## config.mk

```make
export PLATFORM = sky130hd
export DESIGN_NAME = pce_top
export DESIGN_NICKNAME = d
export VERILOG_FILES = /design/src/hdl/pce_pkg.sv /design/src/hdl/pce_crc_step.sv /design/src/hdl/pce_top.sv
export SDC_FILE = /design/constraint.sdc
export NUM_CORES = 1
export LEC_CHECK = 0
export BUFFER_PORTS_ARGS = -buffer_cell sky130_fd_sc_hd__buf_2
export CAP_MARGIN = 20
export CORE_UTILIZATION = 25
export DETAILED_ROUTE_END_ITERATION = 8
export HOLD_SLACK_MARGIN = 0.03
export PLACE_DENSITY = 0.4
export SETUP_SLACK_MARGIN = 0.05
export SLEW_MARGIN = 0
export SYNTH_ARGS = -nofsm -noshare
export SYNTH_HDL_FRONTEND = slang
export SYNTH_SLANG_ARGS = --single-unit
```

## constraint.sdc

```tcl
create_clock -name pclk -period 4.5 [get_ports pclk]
set_input_delay 0.225 -clock pclk [delete_from_list [all_inputs] [get_ports pclk]]
set_output_delay 0.225 -clock pclk [all_outputs]
set_load 0.03 [all_outputs]
```

## src/hdl/pce_pkg.sv

```systemverilog
// Package: register map, field positions and reset values of the CRC engine
package pce_pkg;

    // ------------------------------------------------------------------
    // Bus geometry
    // ------------------------------------------------------------------
    localparam int unsigned PCE_AW = 8;
    localparam int unsigned PCE_DW = 32;

    // ------------------------------------------------------------------
    // Register byte offsets
    // ------------------------------------------------------------------
    localparam logic [PCE_AW-1:0] OFF_CTRL_ONE  = 8'h00;
    localparam logic [PCE_AW-1:0] OFF_CTRL_TWO  = 8'h04;
    localparam logic [PCE_AW-1:0] OFF_POLY_LO   = 8'h08;
    localparam logic [PCE_AW-1:0] OFF_POLY_HI   = 8'h0C;
    localparam logic [PCE_AW-1:0] OFF_DATA_LO   = 8'h10;
    localparam logic [PCE_AW-1:0] OFF_DATA_HI   = 8'h14;
    localparam logic [PCE_AW-1:0] OFF_RESULT_LO = 8'h18;
    localparam logic [PCE_AW-1:0] OFF_RESULT_HI = 8'h1C;

    // ------------------------------------------------------------------
    // engine_control_one fields
    // ------------------------------------------------------------------
    localparam int unsigned BIT_ENABLE   = 0;
    localparam int unsigned BIT_GO       = 1;
    localparam int unsigned BIT_IRQ_SEL  = 2;
    localparam int unsigned BIT_LSB      = 3;
    localparam int unsigned BIT_FULL     = 4;
    localparam int unsigned BIT_EMPTY    = 5;
    localparam int unsigned POS_VALID_WORD_COUNT    = 8;

    // ------------------------------------------------------------------
    // engine_control_two fields
    // ------------------------------------------------------------------
    localparam int unsigned POS_WIDTH    = 8;
    localparam int unsigned POS_POLY_LENGTH_FIELD     = 0;
    localparam int unsigned FIELD_W      = 5;

    // Words wider than a half-word need both data halves
    localparam logic [FIELD_W-1:0] NARROW_MAX_M1 = 5'h0F;

    // ------------------------------------------------------------------
    // Reset values
    // ------------------------------------------------------------------
    localparam logic [15:0]        RST_HALF  = 16'h0000;
    localparam logic [31:0]        RST_WORD  = 32'h0000_0000;
    localparam logic [FIELD_W-1:0] RST_FIELD = 5'h00;

    typedef enum logic [0:0] {
        ST_IDLE  = 1'b0,
        ST_SHIFT = 1'b1
    } pce_state_t;

endpackage

```

## src/hdl/pce_crc_step.sv

```systemverilog
// One bit step of a programmable-length, non-reflected CRC shift register
`timescale 1ns/100ps
`default_nettype none
module pce_crc_step (
    input  wire logic [31:0] crc_in,
    input  wire logic [31:0] poly,
    input  wire logic [4:0]  poly_length_field_m1,
    input  wire logic        din,
    output logic      [31:0] crc_out
);
    logic        feedback;
    logic [31:0] shifted;
    logic [31:0] keep_mask;

    always_comb begin
        // Top bit of the active length is the CRC output bit
        feedback  = crc_in[poly_length_field_m1] ^ din;
        shifted   = {crc_in[30:0], 1'b0};
        keep_mask = 32'hFFFFFFFF >> (5'd31 - poly_length_field_m1);
        // Polynomial bits choose which feedback taps exist
        crc_out   = (feedback ? (shifted ^ poly) : shifted) & keep_mask;
    end
endmodule
`default_nettype wire

```

## src/hdl/pce_top.sv

```systemverilog
// Programmable CRC engine with input word FIFO and APB register slave
`timescale 1ns/100ps
`default_nettype none
module pce_top
    import pce_pkg::*;
#(
    parameter int unsigned FIFO_DEPTH = 8
) (
    input  wire logic                      pclk,
    input  wire logic                      presetn,
    input  wire logic                      psel,
    input  wire logic                      penable,
    input  wire logic                      pwrite,
    input  wire logic [pce_pkg::PCE_AW-1:0] paddr,
    input  wire logic [pce_pkg::PCE_DW-1:0] pwdata,
    output logic      [pce_pkg::PCE_DW-1:0] prdata,
    output logic                           pready,
    output logic                           pslverr,
    output logic                           crc_irq
);
    import pce_pkg::*;

    localparam int unsigned PW = (FIFO_DEPTH > 1) ? $clog2(FIFO_DEPTH) : 1;
    localparam logic [FIELD_W-1:0] DEPTH_CNT = FIELD_W'(FIFO_DEPTH);

    // ------------------------------------------------------------------
    // State record
    // ------------------------------------------------------------------
    typedef struct packed {
        logic                         engine_enable;
        logic                         calc_go;
        logic                         irq_mode_select;
        logic                         shift_lsb_first;
        logic [FIELD_W-1:0]           word_width_field;
        logic [FIELD_W-1:0]           poly_length_field;
        logic [15:0]                  poly_terms_low;
        logic [15:0]                  poly_terms_high;
        logic [15:0]                  data_low_hold;
        logic [31:0]                  result;
        logic [FIFO_DEPTH-1:0][31:0]  fifo;
        logic [PW-1:0]                wr_ptr;
        logic [PW-1:0]                rd_ptr;
        logic [FIELD_W-1:0]           valid_word_count;
        pce_state_t                   state;
        logic [31:0]                  word;
        logic [FIELD_W-1:0]           bit_idx;
        logic [31:0]                  rdata;
        logic                         slverr;
        logic                         irq;
    } pce_regs_t;

    pce_regs_t   s_r;
    pce_regs_t   s_nxt;

    logic        wr_acc;
    logic        rd_setup;
    logic        fifo_full_flag;
    logic        fifo_empty;
    logic        push;
    logic        pop;
    logic [31:0] push_word;
    logic        din;
    logic [31:0] step_crc;
    logic [31:0] rd_val;
    logic        rd_hit;

    assign fifo_full_flag = (s_r.valid_word_count == DEPTH_CNT);
    assign fifo_empty     = (s_r.valid_word_count == RST_FIELD);
    assign wr_acc         = psel & penable & pwrite;
    assign rd_setup       = psel & ~penable;

    // ------------------------------------------------------------------
    // Bit selection by shift direction
    // ------------------------------------------------------------------
    always_comb begin
        if (s_r.shift_lsb_first) begin
            din = s_r.word[s_r.bit_idx];
        end else begin
            din = s_r.word[s_r.word_width_field - s_r.bit_idx];
        end
    end

    pce_crc_step u_step (
        .crc_in  (s_r.result),
        .poly    ({s_r.poly_terms_high, s_r.poly_terms_low}),
        .poly_length_field_m1 (s_r.poly_length_field),
        .din     (din),
        .crc_out (step_crc)
    );

    // ------------------------------------------------------------------
    // Read mux and address decode
    // ------------------------------------------------------------------
    always_comb begin
        rd_val = RST_WORD;
        rd_hit = 1'b1;
        unique case (paddr)
            OFF_CTRL_ONE: begin
                rd_val[BIT_ENABLE]  = s_r.engine_enable;
                rd_val[BIT_GO]      = s_r.calc_go;
                rd_val[BIT_IRQ_SEL] = s_r.irq_mode_select;
                rd_val[BIT_LSB]     = s_r.shift_lsb_first;
                rd_val[BIT_FULL]    = fifo_full_flag;
                rd_val[BIT_EMPTY]   = fifo_empty;
                rd_val[POS_VALID_WORD_COUNT +: FIELD_W] = s_r.valid_word_count;
            end
            OFF_CTRL_TWO: begin
                rd_val[POS_WIDTH +: FIELD_W] = s_r.word_width_field;
                rd_val[POS_POLY_LENGTH_FIELD +: FIELD_W]  = s_r.poly_length_field;
            end
            OFF_POLY_LO:   rd_val[15:0] = s_r.poly_terms_low;
            OFF_POLY_HI:   rd_val[15:0] = s_r.poly_terms_high;
            OFF_DATA_LO:   rd_val[15:0] = s_r.data_low_hold;
            OFF_DATA_HI:   rd_val = RST_WORD;
            OFF_RESULT_LO: rd_val[15:0] = s_r.result[15:0];
            OFF_RESULT_HI: rd_val[15:0] = s_r.result[31:16];
            default:       rd_hit = 1'b0;
        endcase
    end

    // ------------------------------------------------------------------
    // Next-state logic
    // ------------------------------------------------------------------
    always_comb begin
        s_nxt     = s_r;
        s_nxt.irq = 1'b0;
        push      = 1'b0;
        pop       = 1'b0;
        push_word = RST_WORD;

        // Read data is caught in the setup phase so the access phase
        // answers from flip-flops with no wait state
        if (rd_setup) begin
            s_nxt.rdata  = rd_val;
            s_nxt.slverr = ~rd_hit;
        end

        // Engine
        unique case (s_r.state)
            ST_IDLE: begin
                if (s_r.calc_go && !fifo_empty) begin
                    s_nxt.word    = s_r.fifo[s_r.rd_ptr];
                    s_nxt.bit_idx = RST_FIELD;
                    s_nxt.state   = ST_SHIFT;
                    pop           = 1'b1;
                end else if (s_r.calc_go) begin
                    s_nxt.calc_go = 1'b0;
                    s_nxt.irq     = s_r.irq_mode_select;
                end
            end
            ST_SHIFT: begin
                if (!s_r.calc_go) begin
                    s_nxt.state = ST_IDLE;
                end else begin
                    s_nxt.result  = step_crc;
                    s_nxt.bit_idx = s_r.bit_idx + 5'd1;
                    if (s_r.bit_idx == s_r.word_width_field) begin
                        s_nxt.state = ST_IDLE;
                    end
                end
            end
        endcase

        // Register writes override the engine in the same cycle
        if (wr_acc) begin
            unique case (paddr)
                OFF_CTRL_ONE: begin
                    s_nxt.engine_enable   = pwdata[BIT_ENABLE];
                    s_nxt.irq_mode_select = pwdata[BIT_IRQ_SEL];
                    s_nxt.shift_lsb_first = pwdata[BIT_LSB];
                    s_nxt.calc_go         = pwdata[BIT_GO] & pwdata[BIT_ENABLE];
                    if (!pwdata[BIT_GO]) begin
                        s_nxt.irq = 1'b0;
                    end
                end
                OFF_CTRL_TWO: begin
                    s_nxt.word_width_field  = pwdata[POS_WIDTH +: FIELD_W];
                    s_nxt.poly_length_field = pwdata[POS_POLY_LENGTH_FIELD +: FIELD_W];
                end
                OFF_POLY_LO: s_nxt.poly_terms_low  = pwdata[15:0];
                OFF_POLY_HI: s_nxt.poly_terms_high = pwdata[15:0];
                OFF_DATA_LO: begin
                    s_nxt.data_low_hold = pwdata[15:0];
                    if (s_r.word_width_field <= NARROW_MAX_M1) begin
                        push      = 1'b1;
                        push_word = {16'h0000, pwdata[15:0]};
                    end
                end
                OFF_DATA_HI: begin
                    if (s_r.word_width_field > NARROW_MAX_M1) begin
                        push      = 1'b1;
                        push_word = {pwdata[15:0], s_r.data_low_hold};
                    end
                end
                OFF_RESULT_LO: s_nxt.result[15:0]  = pwdata[15:0];
                OFF_RESULT_HI: s_nxt.result[31:16] = pwdata[15:0];
                default: begin
                end
            endcase
        end

        // A disabled engine cannot run
        if (!s_nxt.engine_enable) begin
            s_nxt.calc_go = 1'b0;
            s_nxt.state   = ST_IDLE;
        end

        // FIFO; a push into a full FIFO is dropped
        if (push && !fifo_full_flag) begin
            s_nxt.fifo[s_r.wr_ptr] = push_word;
            s_nxt.wr_ptr           = s_r.wr_ptr + PW'(1);
        end else begin
            push = 1'b0;
        end
        if (pop) begin
            s_nxt.rd_ptr = s_r.rd_ptr + PW'(1);
        end
        s_nxt.valid_word_count = s_r.valid_word_count
                               + FIELD_W'(push) - FIELD_W'(pop);

        if (!s_r.irq_mode_select && s_r.valid_word_count == 5'd1
                && s_nxt.valid_word_count == RST_FIELD) begin
            s_nxt.irq = 1'b1;
        end
    end

    // ------------------------------------------------------------------
    // State register
    // ------------------------------------------------------------------
    always_ff @(posedge pclk or negedge presetn) begin
        if (!presetn) begin
            s_r.engine_enable     <= 1'b0;
            s_r.calc_go           <= 1'b0;
            s_r.irq_mode_select   <= 1'b0;
            s_r.shift_lsb_first   <= 1'b0;
            s_r.word_width_field  <= RST_FIELD;
            s_r.poly_length_field <= RST_FIELD;
            s_r.poly_terms_low    <= RST_HALF;
            s_r.poly_terms_high   <= RST_HALF;
            s_r.data_low_hold     <= RST_HALF;
            s_r.result            <= RST_WORD;
            s_r.fifo              <= '0;
            s_r.wr_ptr            <= '0;
            s_r.rd_ptr            <= '0;
            s_r.valid_word_count  <= RST_FIELD;
            s_r.state             <= ST_IDLE;
            s_r.word              <= RST_WORD;
            s_r.bit_idx           <= RST_FIELD;
            s_r.rdata             <= RST_WORD;
            s_r.slverr            <= 1'b0;
            s_r.irq               <= 1'b0;
        end else begin
            s_r <= s_nxt;
        end
    end

    assign prdata  = s_r.rdata;
    assign pslverr = s_r.slverr & psel & penable;
    assign pready  = psel & penable;
    assign crc_irq = s_r.irq;

endmodule
`default_nettype wire

```

==> results.sh, run 1 <==
export IMPL_period_needed_ps=3910
export IMPL_setup_ws_ps=593
export IMPL_clockRootBuffer="clkbuf_16"
export IMPL_firstDrtPassIters=5
export IMPL_crit_type="flop to flop"
export IMPL_arrival_ps=4400
export IMPL_gp_congestion=0.841
export IMPL_vias_per_cell=4.80
export IMPL_start_util=0.254
export IMPL_critical_path_startpoint="s_r[424]"
export IMPL_die_w_um=286
export IMPL_grt_setup_unrepaired="no"
export IMPL_drc_errors=0
export IMPL_fillCellCount=8281
export IMPL_grt_ovfl_total=0
export IMPL_hold_violations=0
export IMPL_netlist_area_um2=20200
export IMPL_area_growth_pct=14.9
export IMPL_fp_dieH_um=286
export IMPL_leakage_nw=9.64
export IMPL_reg2reg_slack_ps=590
export IMPL_drv_slew=0
export IMPL_hold_slack_ps=70.7
export IMPL_grt_max_degree=131
export IMPL_synth_edf_count=0
export IMPL_worst_pin_slew_ps=971
export IMPL_fin_setup_tns_ps=0
export IMPL_dp_hpwl_mm=39.8
export IMPL_dieArea_um2=81900
export IMPL_cts_made_buffers=49
export IMPL_clkTransAtPathRegs_ps=60
export IMPL_crit_end="s_r[355]"
export IMPL_worstSetupEndpointType="flop"
export IMPL_worst_r2r_startpoint="s_r[424]"
export IMPL_ant_nets=0
export IMPL_min_period_over_period=0.868
export IMPL_cts_setup_buffers=0
export IMPL_hp_class="input pin to flop"
export IMPL_htree_levels=2
export IMPL_setup_viol=0
export IMPL_cts_tree="yes"
export IMPL_worstSetupStartpointType="flop"
export IMPL_grt_pass1_wl_mm=97.2
export IMPL_yosysMostFrequentCell="dfrtp_1"
export IMPL_ys_warn_count=0
export IMPL_first_global_vias=14700
export IMPL_core_area_um2=79400
export IMPL_dp_slack_ps=544
export IMPL_status="finished clean"
export IMPL_num_nets_final=1961
export IMPL_synth_area_top_cells="dfrtp_1, mux4_2, nand2_1, o21ai_0, mux2_2"
export IMPL_ys_ff_latch=417
export IMPL_yosysSeqAreaShare=0.517
export IMPL_synth_area_per_cell_um2=10.6
export IMPL_slew_headroom=0.353
export IMPL_vias=14300
export IMPL_cp_max_fo=33
export IMPL_powerDensity_nw_per_um2=360
export IMPL_fin_skew_ps=31.0
export IMPL_r2r_end="s_r[355]"
export IMPL_portBuffers=47
export IMPL_ys_top_cells_by_count="dfrtp_1, nand2_1, o21ai_0, clkbuf_1, mux4_2"
export IMPL_routedWlPerCell_um=21.0
export IMPL_grtUsageTotal=0.157
export IMPL_clock_fmax_ghz=0.256
export IMPL_wl_mm=62.8
export IMPL_cts_max_path_buffers=3
export IMPL_regArea_um2=10400
export IMPL_antenna_found_initial=2
export IMPL_insertion_delay_ps=610
export IMPL_async_flop_share=1.00
export IMPL_synth_top_area_frac=0.517
export IMPL_synth_cell_types=64
export IMPL_drive_gt1_frac=0.178
export IMPL_reg2regPathDepth=13
export IMPL_multi_input_area_um2=8970
export IMPL_synthesis_instances=1900
export IMPL_antennaDiodeCount=0
export IMPL_cap_violations=0
export IMPL_cts_sink_count=417
export IMPL_first_iter_violations=873
export IMPL_io_pins=80
export IMPL_ir_worst_vdd_uv=259
export IMPL_rows=103
export IMPL_worstHoldStart="pwdata[10]"
export IMPL_synth_area_leader_cell="dfrtp_1"
export IMPL_required_ps=4990
export IMPL_synthFlopType="dfrtp_1"
-- metrics by stage --
step	cell area, um^2	std cells	total power [mW]	utilization
2_1_floorplan	20200	1915	4.07	-
3_3_place_gp	21400	2892	4.25	0.270
3_5_place_dp	21500	2893	4.26	0.270
4_1_cts	23200	2986	8.50	0.292
5_1_grt	23200	2986	8.69	0.292
6_report	23200	2986	8.35	0.292
-- what timing repair did --
| action | in CTS | in global routing |
|---|---|---|
| gates resized for setup | 0 | 0 |
| endpoints found under the hold margin | 81 | 0 |
| hold buffers | 6 | 0 |
-- worst min path at each step --
| stage | endpoint | slack, ps | depth (start not counted) |
|---|---|---|---|
| after floorplan | crc_irq | -70 | 0 |
| after global placement | s_r[330] | 240 | 1 |
| after detailed placement | s_r[330] | 250 | 1 |
| after CTS | s_r[369] | 30 | 3 |
| after global routing | s_r[369] | 60 | 3 |
| final | s_r[349] | 70 | 3 |
-- metal layers --
metal	GRT usage	vias up	routed length (um)
met5	0	-	0
met4	0.0463	0	1590
met3	0.0223	90	2310
met2	0.251	281	29000
met1	0.218	7282	29900
li1	-	6691	-
-- area by class of cell --
type                    instances  area share
flip-flops and latches        417       0.450
multi-input cells            1315       0.387
clock buffers                  70      0.0606
well taps                    1050      0.0566
repair buffers                100      0.0319
clock inverters                17      0.0113
inverters                      17     0.00275
-- critical path, cell delays in order, from the launching register on --
cell,delay [ps]
dfrtp_1,410
inv_1,60
ha_1,210
fa_1,480
xor2_4,380
mux4_2,270
mux2i_1,100
mux4_2,500
and3b_1,220
a2111oi_4,340
buf_12,250
nand2_1,90
xnor2_1,120
a221o_1,310
-- state kept, by name, summed over array words and instances (netlist names) --
register and count:
crc_irq 1, prdata 16, s_r 400
-- where the power goes --
| part | switching (mW) | internal, mW |
|---|---|---|
| combinational | 0.256 | 0.106 |
| clock | 1.65 | 2.51 |
| sequential | 0.0439 | 3.78 |
-- cells by family after synthesis --
family                   count (synthesis)  synth area share
AO/OA/AOI/OAI                          480             0.134
buffers and inverters                  183            0.0429
other                                    1          0.000186
AND/OR/NAND/NOR                        539             0.112
adder cells (fa/ha/maj)                 16            0.0107
XOR/XNOR                                45            0.0205
flip-flops                             417             0.517
multiplexers                           219             0.163
-- placed cells by master (no fill, tap or decap), drive strengths merged, types with 3 or more instances in the layout --
cell type,netlist,routed
nor2,57,57
nand2b,3,3
clkinv,0,10
conb,1,16
dfrtp,417,417
a221o,5,5
a22oi,26,26
xnor2,12,12
a22o,12,12
or3,3,3
o31ai,3,3
nand4,4,4
mux2,71,71
nand2,402,402
o21ai,326,326
mux4,80,80
nor2b,5,5
clkbuf,104,70
buf,62,94
o22ai,24,24
a211oi,4,4
a21oi,48,48
ha,14,14
mux2i,68,68
inv,17,18
nor3,5,5
and4,3,3
bufinv,0,6
and3,13,13
a31oi,5,5
and2,7,7
nor4,3,3
a221oi,14,14
dlygate4sd3,0,6
xor2,33,33
nand3,21,21
(Power assumes the default switching activity.)
==> run 2: changes to the inputs <==
Settings changed: GPL_TIMING_DRIVEN from default to 0.
==> run 2 against run 1 <==
Effect of this change: critical path depth increased by 1; cell area increased by 2.6%; non-clock buffer count grew 124; die area unchanged; worst hold slack worse by 5.7 ps; wire length increased by 14%; sequential share of layout area is 1.2 points lower; critical path type unchanged; largest cell class unchanged.
==> results.sh, run 2 (synthesized netlist as in run 1, its figures left out) <==
export IMPL_status="finished clean"
export IMPL_first_iter_violations=1192
export IMPL_layout_commonest_cell="dfrtp_1"
export IMPL_antenna_found_initial=1
export IMPL_required_ps=4970
export IMPL_intPower_mw=6.58
export IMPL_fp_dieH_um=286
export IMPL_dp_slack_ps=181
export IMPL_top_register="s_r"
export IMPL_io_pins=80
export IMPL_fin_skew_ps=39.5
export IMPL_grtUsageTotal=0.176
export IMPL_drv_slew=0
export IMPL_setup_ws_ps=452
export IMPL_period_needed_ps=4050
export IMPL_firstDrtPassIters=6
export IMPL_area_growth_pct=18.0
export IMPL_first_global_vias=15800
export IMPL_routedWlPerCell_um=22.9
export IMPL_p_sw_mw=2.04
export IMPL_antennaDiodeCount=0
export IMPL_dieArea_um2=81900
export IMPL_worst_pin_slew_ps=1020
export IMPL_grt_pass1_wl_mm=108
export IMPL_clock_fmax_ghz=0.247
export IMPL_ir_worst_vdd_uv=285
export IMPL_wl_mm=71.3
export IMPL_cts_max_path_buffers=3
export IMPL_hold_violations=0
export IMPL_cts_resized=0
export IMPL_clkTransAtPathRegs_ps=60
export IMPL_worstSetupEndpointType="flop"
export IMPL_grt_max_degree=115
export IMPL_powerDensity_nw_per_um2=362
export IMPL_grt_setup_unrepaired="no"
export IMPL_regArea_um2=10400
export IMPL_hold_slack_ps=64.9
export IMPL_slew_headroom=0.318
export IMPL_num_nets_final=2088
export IMPL_p_total_mw=8.62
export IMPL_insertion_delay_ps=620
export IMPL_vias=15500
export IMPL_worstSetupStartpointType="flop"
export IMPL_die_w_um=286
export IMPL_place_inst=3014
export IMPL_stdcell_area_um2=23800
export IMPL_final_cell_mix="dfrtp_1, nand2_1, o21ai_0, clkbuf_1, mux4_2"
export IMPL_cts_tree="yes"
export IMPL_place_area_um2=21900
export IMPL_comb_power_share=0.045
export IMPL_largest_reg_flops=400
export IMPL_grt_ovfl_total=0
export IMPL_swShare=0.236
export IMPL_drive_gt1_frac=0.169
export IMPL_cap_violations=0
export IMPL_arrival_ps=4520
export IMPL_clockPowerShare=0.511
export IMPL_ant_nets=0
export IMPL_start_util=0.254
export IMPL_vias_per_cell=4.96
export IMPL_drc_errors=0
export IMPL_rows=103
export IMPL_cts_made_buffers=52
export IMPL_clockRootBuffer="clkbuf_16"
export IMPL_fillCellCount=8261
export IMPL_portBuffers=43
export IMPL_layout_cells_non_filler=3116
export IMPL_core_area_um2=79400
export IMPL_dp_hpwl_mm=50.6
export IMPL_hp_class="input pin to flop"
export IMPL_p_seq_frac=0.444
export IMPL_htree_levels=2
export IMPL_min_period_over_period=0.900
export IMPL_leakage_nw=9.90
export IMPL_cp_max_fo=10
export IMPL_crit_type="flop to flop"
export IMPL_setup_viol=0
export IMPL_multi_input_area_um2=8950
export IMPL_gp_congestion=0.884
export IMPL_cts_sink_count=417
## run 2: layer usage
layer  routed length [um]  GRT usage  up-vias
met5                    0          0        -
met4                 1880     0.0537        0
met3                 3800     0.0255      102
met2                33100      0.280      449
met1                32500      0.247     7953
li1                     -          -     6953
## run 2: worst max-delay path: stages, from the launching register on
cell	delay, ps
dfrtp_1	330
clkbuf_1	370
inv_1	150
ha_1	470
xor2_4	360
mux4_2	270
mux2i_1	100
mux4_2	480
and3b_1	220
a2111oi_4	310
buf_4	240
buf_6	180
a211oi_1	80
a211oi_1	240
a21oi_1	110
## run 2: worst paths after layout
kind | from | to | slack [ps] | cells past startpoint
worst min-delay path | pwdata[6] | s_r[345] | 60 | 3
worst min register to register | s_r[215] | s_r[215] | 470 | 2
min in group asynchronous | presetn | s_r[109] | 150 | 2
worst max register to register | s_r[36] | s_r[349] | 450 | 14
worst max-delay path | s_r[36] | s_r[349] | 450 | 14
max in group asynchronous | presetn | s_r[219] | 2710 | 5
## run 2: through the flow
step,setup TNS [ps],util
floorplan,0,-
global placement,-2299110,0.274
detailed placement,0,0.276
CTS,0,0.299
global route,0,0.300
finish,0,0.300
## run 2: area by class of cell
class,count,area share
Buffer,166,0.0337
Timing Repair Buffer,58,0.0186
Clock inverter,17,0.0123
Clock buffer,76,0.0635
Tap cell,1050,0.0552
Sequential cell,417,0.438
Multi-Input combinational cell,1315,0.376
Inverter,17,0.00268
## run 2: power by group through the flow
stage                     Combinational, mW  Clock [mW]  Sequential (mW)
after global routing                  0.435        4.66             3.82
after global placement                0.373           0             3.89
after floorplan                       0.197           0             3.87
after CTS                             0.395        4.53             3.82
after detailed placement              0.393           0             3.89
final                                 0.390        4.40             3.82
## run 2: timing repair
item                                    4_1_cts  5_1_grt
hold buffers                                  5        0
buffers inserted                              0        2
endpoints found under the setup margin        0       14
endpoints found under the hold margin        63        0
==> run 3: changes to the inputs <==
Settings changed: BUFFER_PORTS_ARGS -buffer_cell sky130_fd_sc_hd__buf_2 to default, DONT_BUFFER_PORTS from default to 1, PLACE_DENSITY 0.4 to 0.39.
Clock period 4.5 ns to 5 ns, I/O delays scaled along.
==> run 3 against run 2 <==
Effect of this change: the run now ends with hold timing left; utilization decreased by 0.45 points; cell area decreased by 1.5%; total power decreased by 13%; setup slack improved by 320 ps; worst hold slack got worse by 670 ps; die area unchanged; clock-buffer cell count unchanged; sequential share of layout area increased by 0.67 points; wire length increased by 1.2%; register-to-register slack improved by 320 ps; combinational power decreased by 33%; highest routed layer unchanged.
==> results.sh, run 3 (synthesized netlist as in run 1, its figures left out) <==
export IMPL_status="finished, violations left"
export IMPL_failed_checks="hold timing"
export IMPL_clockRootBuffer="clkbuf_16"
export IMPL_powerDensity_nw_per_um2=319
export IMPL_cts_max_path_buffers=3
export IMPL_first_global_vias=15700
export IMPL_cts_sink_count=417
export IMPL_dieArea_um2=81900
export IMPL_slew_headroom=0.170
export IMPL_final_cell_mix="dfrtp_1, nand2_1, o21ai_0, clkbuf_1, mux4_2"
export IMPL_setup_viol=0
export IMPL_grt_max_degree=418
export IMPL_arrival_ps=4760
export IMPL_vias_per_cell=4.99
export IMPL_vias=15300
export IMPL_ant_nets=0
export IMPL_gp_congestion=0.848
export IMPL_insertion_delay_ps=610
export IMPL_postCtsHoldBufs=15
export IMPL_first_iter_violations=1275
export IMPL_core_area_um2=79400
export IMPL_clock_fmax_ghz=0.236
export IMPL_worstSetupStartpointType="flop"
export IMPL_cts_setup_buffers=0
export IMPL_drive_gt1_frac=0.147
export IMPL_leakage_nw=9.63
export IMPL_start_util=0.254
export IMPL_fin_setup_tns_ps=0
export IMPL_cts_made_buffers=50
export IMPL_dp_hpwl_mm=49.4
export IMPL_grtUsageTotal=0.178
export IMPL_die_w_um=286
export IMPL_drc_errors=0
export IMPL_grt_setup_unrepaired="no"
export IMPL_cp_max_fo=10
export IMPL_fp_dieH_um=286
export IMPL_hold_violations=417
export IMPL_period_needed_ps=4230
export IMPL_largest_reg_flops=400
export IMPL_antennaDiodeCount=0
export IMPL_place_inst=2968
export IMPL_min_period_over_period=0.846
export IMPL_antenna_found_initial=1
export IMPL_drv_slew=0
export IMPL_worst_r2r_startpoint="s_r[36]"
export IMPL_r2r_end="s_r[360]"
export IMPL_cap_violations=0
export IMPL_layout_cells_non_filler=3077
export IMPL_num_nets_final=2046
export IMPL_htree_levels=2
export IMPL_routedWlPerCell_um=23.5
export IMPL_rows=103
export IMPL_hp_class="input pin to async pin"
export IMPL_reg2reg_slack_ps=770
export IMPL_io_pins=80
export IMPL_grt_pass1_wl_mm=109
export IMPL_worst_pin_slew_ps=1240
export IMPL_top_register="s_r"
export IMPL_reg2regPathDepth=13
export IMPL_cts_resized=0
export IMPL_fin_skew_ps=49.9
export IMPL_cts_tree="yes"
export IMPL_ir_worst_vdd_uv=239
export IMPL_firstDrtPassIters=5
export IMPL_worstSetupEndpointType="flop"
export IMPL_required_ps=5530
export IMPL_grt_ovfl_total=0
export IMPL_crit_type="flop to flop"
export IMPL_clkTransAtPathRegs_ps=60
export IMPL_layout_commonest_cell="dfrtp_1"
export IMPL_hold_slack_ps=-608
export IMPL_area_growth_pct=16.2
export IMPL_wl_mm=72.2
export IMPL_portBuffers=0
## run 3: cell types whose count changed in the layout (fill, tap and decap cells not counted)
| cell | previous run | this run |
|---|---|---|
| clkinv_2 | 6 | 10 |
| buf_2 | 51 | 8 |
| buf_4 | 40 | 38 |
| bufinv_16 | 6 | 4 |
| inv_16 | 1 | 0 |
| buf_8 | 3 | 2 |
| clkbuf_1 | 116 | 118 |
| buf_16 | 4 | 0 |
| clkbuf_16 | 52 | 50 |
| dlygate4sd3_1 | 5 | 15 |
## run 3: worst max-delay path by stage
stage,startpoint,endpoint,depth (start not counted)
detailed placement,s_r[36],s_r[360],13
CTS,s_r[36],s_r[360],13
floorplan,paddr[7],crc_irq,19
global route,s_r[36],s_r[360],13
finish,s_r[36],s_r[360],13
global placement,s_r[36],s_r[348],13
## run 3: area by class of cell
type                    count  area [um^2]
flip-flops and latches    417        10400
clock inverters            18          233
well taps                1050         1310
multi-input cells        1315         8950
clock buffers              76         1470
fillers                  8351        55900
plain buffers             166          802
repair buffers             18          188
inverters                  17         63.8
## run 3: power breakdown
| part | internal, mW | switching, mW |
|---|---|---|
| combinational | 0.0957 | 0.164 |
| sequential | 3.40 | 0.0356 |
| clock | 2.24 | 1.54 |
| total | 5.74 | 1.74 |
## run 3: critical path: stages (launching register included)
cell	delay, ps
dfrtp_1	330
clkbuf_1	350
inv_1	140
ha_1	460
xor2_4	360
mux4_2	260
mux2i_1	100
mux4_2	480
and3b_1	220
a2111oi_4	720
buf_4	340
nand2_1	90
xor2_1	150
o22ai_1	170
## run 3: per-stage QoR
stage / power, mW / utilization / hold WS (ps) / worst slack (ps) / cell area [um^2]
after CTS: 7.58 / 0.295 / -667 / 727 / 23500
final: 7.48 / 0.295 / -608 / 769 / 23500
after floorplan: 3.66 / - / -45.6 / 1610 / 20200
after global placement: 3.73 / 0.272 / -2.88 / 686 / 21600
after detailed placement: 3.73 / 0.272 / -2.93 / 709 / 21600
after global routing: 7.74 / 0.295 / -649 / 582 / 23500
## run 3: per-layer routing
layer	part of all wire	vias to the layer above	track usage
met3	0.041	86	0.0219
li1	-	6868	-
met1	0.48	8027	0.257
met2	0.46	361	0.280
met4	0.025	0	0.0511
met5	0	-	0
